$ cat config.mk
export PLATFORM = sky130hd
export DESIGN_NAME = ufl_regs
export DESIGN_NICKNAME = d
export VERILOG_FILES = /design/src/design/ufl_pkg.sv /design/src/design/ufl_trigger.sv /design/src/design/ufl_regs.sv
export SDC_FILE = /design/constraint.sdc
export NUM_CORES = 1
export LEC_CHECK = 0
export ABC_AREA = 0
export ABC_CLOCK_PERIOD_IN_PS = 5700
export BUFFER_PORTS_ARGS = -buffer_cell sky130_fd_sc_hd__buf_2
export CAP_MARGIN = 0
export CORE_ASPECT_RATIO = 0.9
export CORE_UTILIZATION = 32
export CTS_CLUSTER_SIZE = 20
export DETAILED_ROUTE_END_ITERATION = 6
export GPL_ROUTABILITY_DRIVEN = 0
export PLACE_DENSITY = 0.55
export SYNTH_ARGS = -nofsm -noshare
export SYNTH_HDL_FRONTEND = slang
export SYNTH_SLANG_ARGS = --single-unit
$ cat constraint.sdc
create_clock -name mclk_in -period 5.7 [get_ports mclk_in]
set_clock_uncertainty 0.15 [all_clocks]
set_input_delay 1.71 -clock mclk_in [delete_from_list [all_inputs] [get_ports mclk_in]]
set_output_delay 1.71 -clock mclk_in [all_outputs]
set_load 0.01 [all_outputs]
$ cat src/design/ufl_pkg.sv
// Contract
// - scratch at 0x07 when line bit7=0, modem bit2=0
// - scratch resets FF, only power-on reset loads it
// - thresholds at 0x07 when features4=1, modem2=1, stop char not selected
// - rx ready when fill >= 4 x upper nibble
// - upper nibble zero uses fifo_control[7:6] level
// - tx ready when free >= 4 x lower nibble
// - lower nibble zero uses fifo_control[5:4] level
// - stop char at 0x07 when line=BF, unlock!=5A
// - 0x08 reads tx free space when special_function bit2=0, reset 0x40
// - 0x09 reads rx fill count when special_function bit2=0, reset zero
// - direction bit 1 output, 0 input, reset inputs
// - pin state reads pins, writes drive outputs
// - gpio registers shared by both channels
package ufl_pkg;
  // ==========================================================
  // register map
  localparam logic [3:0] OFS_SHARED  = 4'h7;
  localparam logic [3:0] OFS_TX_FREE = 4'h8;
  localparam logic [3:0] OFS_RX_FILL = 4'h9;
  localparam logic [3:0] OFS_GPIO_DIR = 4'hA;
  localparam logic [3:0] OFS_GPIO_VAL = 4'hB;
  // ==========================================================
  // reset values and keys
  localparam logic [7:0] RST_SCRATCH  = 8'hFF;
  localparam logic [7:0] RST_THRESH   = 8'h00;
  localparam logic [7:0] RST_STOP2    = 8'h00;
  localparam logic [7:0] RST_GPIO_DIR = 8'h00;
  localparam logic [7:0] RST_GPIO_VAL = 8'hFF;
  localparam logic [6:0] RST_TX_FREE  = 7'h40;
  localparam logic [6:0] RST_RX_FILL  = 7'h00;
  localparam logic [7:0] LINE_KEY     = 8'hBF;
  localparam logic [7:0] UNLOCK_KEY   = 8'h5A;
  localparam int         LINE_DLAB    = 7;
  localparam int         MODEM_SEL    = 2;
  localparam int         FEAT_ENH     = 4;
  localparam int         SFR_SEL      = 2;
  // legacy trigger levels chosen by the two-bit selects
  localparam logic [6:0] RX_LVL0 = 7'h08;
  localparam logic [6:0] RX_LVL1 = 7'h10;
  localparam logic [6:0] RX_LVL2 = 7'h38;
  localparam logic [6:0] RX_LVL3 = 7'h3C;
  localparam logic [6:0] TX_LVL0 = 7'h08;
  localparam logic [6:0] TX_LVL1 = 7'h10;
  localparam logic [6:0] TX_LVL2 = 7'h20;
  localparam logic [6:0] TX_LVL3 = 7'h38;

  typedef struct packed {
    logic [7:0] line_control;
    logic [7:0] modem_control;
    logic [7:0] enhanced_features;
    logic [7:0] fifo_control;
    logic [7:0] special_function;
    logic [7:0] special_function_unlock;
  } ufl_ctrl_t;

  typedef struct packed {
    logic       rd;
    logic       wr;
    logic       chan;
    logic [3:0] addr;
    logic [7:0] wdata;
  } ufl_req_t;
endpackage

$ cat src/design/ufl_trigger.sv
`timescale 1ns/10ps
// per-channel trigger comparison; outputs registered
module ufl_trigger (
  input  wire logic             mclk_in,      // clock
  input  wire logic             sys_rst_in,   // sync reset
  input  wire logic [7:0]       thresh_in,    // trigger thresholds
  input  wire logic [7:0]       fifo_ctl_in,  // fifo_control
  input  wire logic [6:0]       rx_fill_in,   // rx fill count
  input  wire logic [6:0]       tx_free_in,   // tx free space
  output logic                  rx_ready_out, // receive data ready
  output logic                  tx_ready_out  // transmit ready
);
  logic [6:0] rx_lvl, tx_lvl;
  logic       rx_next, tx_next;

  always_comb begin
    case (fifo_ctl_in[7:6])
      2'h0: rx_lvl = ufl_pkg::RX_LVL0;
      2'h1: rx_lvl = ufl_pkg::RX_LVL1;
      2'h2: rx_lvl = ufl_pkg::RX_LVL2;
      default: rx_lvl = ufl_pkg::RX_LVL3;
    endcase
    if (thresh_in[7:4] != 4'h0) begin
      rx_lvl = {1'b0, thresh_in[7:4], 2'b00};
    end
    case (fifo_ctl_in[5:4])
      2'h0: tx_lvl = ufl_pkg::TX_LVL0;
      2'h1: tx_lvl = ufl_pkg::TX_LVL1;
      2'h2: tx_lvl = ufl_pkg::TX_LVL2;
      default: tx_lvl = ufl_pkg::TX_LVL3;
    endcase
    if (thresh_in[3:0] != 4'h0) begin
      tx_lvl = {1'b0, thresh_in[3:0], 2'b00};
    end
    rx_next = rx_fill_in >= rx_lvl;
    tx_next = tx_free_in >= tx_lvl;
  end

  always_ff @(posedge mclk_in) begin
    if (sys_rst_in) begin
      rx_ready_out <= 1'b0;
      tx_ready_out <= 1'b0;
    end else begin
      rx_ready_out <= rx_next;
      tx_ready_out <= tx_next;
    end
  end
endmodule // ufl_trigger

$ cat src/design/ufl_regs.sv
`timescale 1ns/10ps
module ufl_regs (
  input  wire logic              mclk_in,       // clock
  input  wire logic              sys_rst_in,    // power-on reset
  input  wire logic              soft_rst_in,   // software reset
  input  wire ufl_pkg::ufl_req_t req_in,        // decoded slave-port access
  input  wire ufl_pkg::ufl_ctrl_t ctrl_a_in,    // channel A control regs
  input  wire ufl_pkg::ufl_ctrl_t ctrl_b_in,    // channel B control regs
  input  wire logic [13:0]       tx_free_in,    // tx free space, B:A
  input  wire logic [13:0]       rx_fill_in,    // rx fill count, B:A
  input  wire logic [7:0]        gpio_pin_in,   // gpio pad levels
  output logic [7:0]             rdata_out,     // read data
  output logic                   rhit_out,      // read hit this block
  output logic [7:0]             gpio_out,      // gpio output value
  output logic [7:0]             gpio_oe_out,   // gpio output enable
  output logic [1:0]             rx_ready_out,  // rx trigger, per channel
  output logic [1:0]             tx_ready_out   // tx trigger, per channel
);
  // ==========================================================
  // per-channel and shared storage
  typedef enum logic [1:0] {
    UFL_SEL_NONE    = 2'b00,
    UFL_SEL_SCRATCH = 2'b01,
    UFL_SEL_THRESH  = 2'b10,
    UFL_SEL_STOP2   = 2'b11
  } ufl_sel_t;

  logic [7:0] scratch_reg [2], scratch_next [2];
  logic [7:0] thresh_reg [2], thresh_next [2];
  logic [7:0] stop2_reg [2], stop2_next [2];
  logic [7:0] dir_reg, dir_next, val_reg, val_next;
  logic [7:0] pin_s1_reg, pin_s2_reg;
  logic [7:0] rdata_next;
  logic       rhit_next;
  logic [6:0] txf_reg [2], rxf_reg [2];

  function automatic ufl_sel_t sel_shared(input ufl_pkg::ufl_ctrl_t c);
    if (c.line_control == ufl_pkg::LINE_KEY &&
        c.special_function_unlock != ufl_pkg::UNLOCK_KEY) begin
      return UFL_SEL_STOP2;
    end else if (c.enhanced_features[ufl_pkg::FEAT_ENH] &&
                 c.modem_control[ufl_pkg::MODEM_SEL]) begin
      return UFL_SEL_THRESH;
    end else if (!c.line_control[ufl_pkg::LINE_DLAB] &&
                 !c.modem_control[ufl_pkg::MODEM_SEL]) begin
      return UFL_SEL_SCRATCH;
    end
    return UFL_SEL_NONE;
  endfunction

  ufl_pkg::ufl_ctrl_t cur;
  ufl_sel_t           sel;
  int                 ch;

  always_comb begin
    cur = req_in.chan ? ctrl_b_in : ctrl_a_in;
    sel = sel_shared(cur);
    ch  = req_in.chan ? 1 : 0;
    for (int i = 0; i < 2; i++) begin
      scratch_next[i] = scratch_reg[i];
      thresh_next[i]  = soft_rst_in ? ufl_pkg::RST_THRESH : thresh_reg[i];
      stop2_next[i]   = stop2_reg[i];
    end
    dir_next   = soft_rst_in ? ufl_pkg::RST_GPIO_DIR : dir_reg;
    val_next   = soft_rst_in ? ufl_pkg::RST_GPIO_VAL : val_reg;
    rdata_next = 8'h00;
    rhit_next  = 1'b0;
    if (req_in.wr && !soft_rst_in) begin
      case (req_in.addr)
        ufl_pkg::OFS_SHARED: begin
          case (sel)
            UFL_SEL_SCRATCH: scratch_next[ch] = req_in.wdata;
            UFL_SEL_THRESH:  thresh_next[ch]  = req_in.wdata;
            UFL_SEL_STOP2:   stop2_next[ch]   = req_in.wdata;
            default: ;
          endcase
        end
        ufl_pkg::OFS_GPIO_DIR: dir_next = req_in.wdata;
        ufl_pkg::OFS_GPIO_VAL: val_next = req_in.wdata;
        default: ; // level counts are read-only
      endcase
    end
    if (req_in.rd) begin
      case (req_in.addr)
        ufl_pkg::OFS_SHARED: begin
          rhit_next = sel != UFL_SEL_NONE;
          case (sel)
            UFL_SEL_SCRATCH: rdata_next = scratch_reg[ch];
            UFL_SEL_THRESH:  rdata_next = thresh_reg[ch];
            UFL_SEL_STOP2:   rdata_next = stop2_reg[ch];
            default:         rdata_next = 8'h00;
          endcase
        end
        ufl_pkg::OFS_TX_FREE: begin
          rhit_next  = !cur.special_function[ufl_pkg::SFR_SEL];
          rdata_next = rhit_next ? {1'b0, txf_reg[ch]} : 8'h00;
        end
        ufl_pkg::OFS_RX_FILL: begin
          rhit_next  = !cur.special_function[ufl_pkg::SFR_SEL];
          rdata_next = rhit_next ? {1'b0, rxf_reg[ch]} : 8'h00;
        end
        ufl_pkg::OFS_GPIO_DIR: begin
          rhit_next  = 1'b1;
          rdata_next = dir_reg;
        end
        ufl_pkg::OFS_GPIO_VAL: begin
          rhit_next  = 1'b1;
          rdata_next = pin_s2_reg;
        end
        default: ;
      endcase
    end
  end

  // scratch and stop char survive software reset
  always_ff @(posedge mclk_in) begin
    if (sys_rst_in) begin
      for (int i = 0; i < 2; i++) begin
        scratch_reg[i] <= ufl_pkg::RST_SCRATCH;
        thresh_reg[i]  <= ufl_pkg::RST_THRESH;
        stop2_reg[i]   <= ufl_pkg::RST_STOP2;
      end
      dir_reg      <= ufl_pkg::RST_GPIO_DIR;
      val_reg      <= ufl_pkg::RST_GPIO_VAL;
      rdata_out    <= 8'h00;
      rhit_out     <= 1'b0;
    end else begin
      scratch_reg  <= scratch_next;
      thresh_reg   <= thresh_next;
      stop2_reg    <= stop2_next;
      dir_reg      <= dir_next;
      val_reg      <= val_next;
      rdata_out    <= rdata_next;
      rhit_out     <= rhit_next;
    end
  end

  // ==========================================================
  // level snapshot and gpio pads
  // pads are asynchronous: two flops before any reader
  always_ff @(posedge mclk_in) begin
    if (sys_rst_in) begin
      pin_s1_reg  <= 8'h00;
      pin_s2_reg  <= 8'h00;
      gpio_out    <= ufl_pkg::RST_GPIO_VAL;
      gpio_oe_out <= ufl_pkg::RST_GPIO_DIR;
      txf_reg[0]  <= ufl_pkg::RST_TX_FREE;
      txf_reg[1]  <= ufl_pkg::RST_TX_FREE;
      rxf_reg[0]  <= ufl_pkg::RST_RX_FILL;
      rxf_reg[1]  <= ufl_pkg::RST_RX_FILL;
    end else begin
      pin_s1_reg  <= gpio_pin_in;
      pin_s2_reg  <= pin_s1_reg;
      gpio_out    <= val_next;
      gpio_oe_out <= dir_next;
      txf_reg[0]  <= soft_rst_in ? ufl_pkg::RST_TX_FREE : tx_free_in[6:0];
      txf_reg[1]  <= soft_rst_in ? ufl_pkg::RST_TX_FREE : tx_free_in[13:7];
      rxf_reg[0]  <= soft_rst_in ? ufl_pkg::RST_RX_FILL : rx_fill_in[6:0];
      rxf_reg[1]  <= soft_rst_in ? ufl_pkg::RST_RX_FILL : rx_fill_in[13:7];
    end
  end

  for (genvar g = 0; g < 2; g++) begin : g_trig
    ufl_trigger u_trig (
      .mclk_in      (mclk_in),
      .sys_rst_in   (sys_rst_in),
      .thresh_in    (thresh_reg[g]),
      .fifo_ctl_in  (g == 0 ? ctrl_a_in.fifo_control : ctrl_b_in.fifo_control),
      .rx_fill_in   (rxf_reg[g]),
      .tx_free_in   (txf_reg[g]),
      .rx_ready_out (rx_ready_out[g]),
      .tx_ready_out (tx_ready_out[g])
    );
  end
endmodule // ufl_regs

==> impl_metrics.ini <==
[placement]
placed_area_sq_mm = 0.006578
portBuffers = 128
detailed_place_hpwl_microns = 12190
pre_cts_slack_ns = 1.408
place_inst = 943

[synth]
syn_inst = 607
synth_area_sq_mm = 0.005778
synth-edff-count = 0
synth-async-reset-ratio_pct = 0
syn_area_per_cell_sq_um = 9.519
synth-seq-cells = 121
synth_ff_type = dfxtp_1
ys_warn_count = 0
synthesis.nets = 779
ys_seq_area_share_pct = 41.92
synth.distinct_cells = 53

[finish]
mostFrequentLayoutCells = buf_2, dfxtp_1, nor2_1
post-route-util_pct = 40.65
drive_above_1_share_pct = 26.53
area_growth_pct = 24.30
fin_cells = 975
final_area_sq_mm = 0.007182
antennaDiodeCount = 0
fin_nets = 894
final_common_cell = buf_2

[clocking]
hold_buffers = 0
htree_num_levels = 4
insertion_delay_ns = 0.42
clkTransAtPathRegs_ns = 0.06
cts_tree = done
numCtsBuffers = 17
cts_sinks = 121
cts_resized = 0
clock_tree.buffer_depth = 2
cts_root_buf = clkbuf_16
cts_setup_buffers = 0

[floorplanning]
die_w_microns = 143.6
core_region_area_sq_mm = 0.01767
fp.dieH_microns = 129.5
initial_core_util_pct = 32.70
ioPinCount = 179
die_area_sq_mm = 0.01860
num_rows = 46

[sta]
grt_setup_unrepaired = false
timing_hold_violations_final = 0
maxSlewHeadroom_pct = 47.66
worst_slew_pin_slew_ns = 0.7851
setup_viol = 0
finalCriticalPeriod_ns = 3.906
setup_slack_ns = 1.794
max_freq_mhz = 256.0
hold_slack_ns = 0.2837
post-route-period-util_pct = 68.53
finalMaxSlewViolations = 0
fin_tns_setup_ns = 0

[power_and_ir_drop]
leakage_nw = 3.246
irDropWorstVdd_mv = 0.2178
power_density_mw_per_mm2 = 294.5
power_mw = 2.115

[setup_path]
worst_path_max_delay_cell = nor2b_1
required_ns = 5.82
cp_num_buf_inv = 1
startpoint_type = input port
arrival_ns = 4.03
cpPeakStageDelay_ns = 0.64
cp_cell_sequence = buf_2 -> and4b_1 -> nor2b_1 -> o2111ai_2 -> mux2i_1 -> nor2_1
path_max_fanout = 14
cp_top_family = simple AND/OR/NAND/NOR gates
crit_path_end_kind = register
critical_path_class = in2reg

[routing]
wire_per_inst_microns = 16.53
ant_nets = 0
drt_iter0_drc = 340
drc = 0
vias = 4880
wl_microns = 16120
drt_first_pass_iters = 5
routed_via_density = 5.005

[run_status]
status = finished, final reports clean

[worst_hold_path]
hold_path_class = reg2reg

[grt]
grt_pass1_vias = 4608
grt_first_pass_wirelength_microns = 24270
grt_usage_pct = 17.79
grt_start_max_net_pins = 45
antenna_found_initial = 1
grt-ovfl-total = 0

[run]
max_cap_violations = 0
[cells by family after synthesis]
family / Yosys count / share of synthesized area (%)
buf+inv: 53 / 4.114
simple gates: 232 / 21.85
flops: 121 / 41.92
mux: 79 / 13.84
fa+ha+maj: 22 / 4.764
compound gates: 100 / 13.51
[layer usage]
| metal | global-route usage (%) | wire [microns] | up-vias |
|---|---|---|---|
| met3 | 6.874 | 1470 | 26 |
| li1 | - | - | 2361 |
| met5 | 0 | 8 | - |
| met1 | 22.51 | 7379 | 2316 |
| met2 | 27.76 | 6997 | 175 |
| met4 | 5.695 | 261 | 2 |
[final timing paths]
| kind | slack (ns) | end | start | depth (start not counted) |
|---|---|---|---|---|
| min | 0.28 | pin_s2_reg[0] | pin_s1_reg[0] | 1 |
| max reg2reg | 3.40 | g_trig[0].u_trig.rx_ready_out | thresh_reg[15] | 8 |
| min reg2reg | 0.28 | pin_s2_reg[0] | pin_s1_reg[0] | 1 |
| max | 1.79 | stop2_reg[12] | req_in[8] | 6 |
[layout make-up]
| type | instances | area, sq um |
|---|---|---|
| Multi-Input combinational cell | 433 | 3120 |
| Clock buffer | 17 | 425.4 |
| Inverter | 17 | 63.81 |
| Clock inverter | 15 | 178.9 |
| Tap cell | 240 | 300.3 |
| Fill cell | 1764 | 10490 |
| Timing Repair Buffer | 132 | 670.6 |
| Sequential cell | 121 | 2422 |
[worst reg2reg max path, delay by kind of cell (launching register included)]
family | cells | cell delay, ns
compound gates | 5 | 0.84
simple gates | 2 | 0.50
flops | 1 | 0.44
fa+ha+maj | 1 | 0.26
[cell usage after synthesis (3+ instances only)]
cell | number | area (sq um)
dfxtp_1 | 121 | 2422
nor2_1 | 79 | 296.5
mux2i_1 | 72 | 720.7
nand2_1 | 36 | 135.1
and2_1 | 28 | 175.2
ha_1 | 22 | 275.3
clkbuf_1 | 21 | 78.83
nor2b_1 | 21 | 131.4
a21oi_1 | 18 | 90.09
inv_1 | 17 | 63.81
a211o_1 | 16 | 140.1
nor3_1 | 12 | 60.06
o22a_1 | 12 | 105.1
nand2b_1 | 11 | 68.82
o21ai_0 | 11 | 55.05
nor3b_1 | 8 | 60.06
o21bai_1 | 8 | 60.06
a22oi_1 | 7 | 52.55
buf_2 | 7 | 35.03
mux2_2 | 7 | 78.83
nand3_1 | 5 | 25.02
o21a_1 | 5 | 37.54
a21boi_0 | 4 | 30.03
buf_4 | 4 | 30.03
nand3_2 | 4 | 40.04
nor4_1 | 4 | 25.02
nor4bb_1 | 4 | 40.04
o221a_2 | 4 | 45.04
or3b_2 | 4 | 35.03
o221a_1 | 3 | 33.78
[power by group]
part,switching [mW],internal (mW),leakage [nW],total (mW)
Sequential,0.00731,0.862,0.985,0.870
Combinational,0.0867,0.0729,1.98,0.160
Clock,0.400,0.686,0.285,1.09
Total,0.494,1.62,3.25,2.12
(Power assumes the default switching activity.)
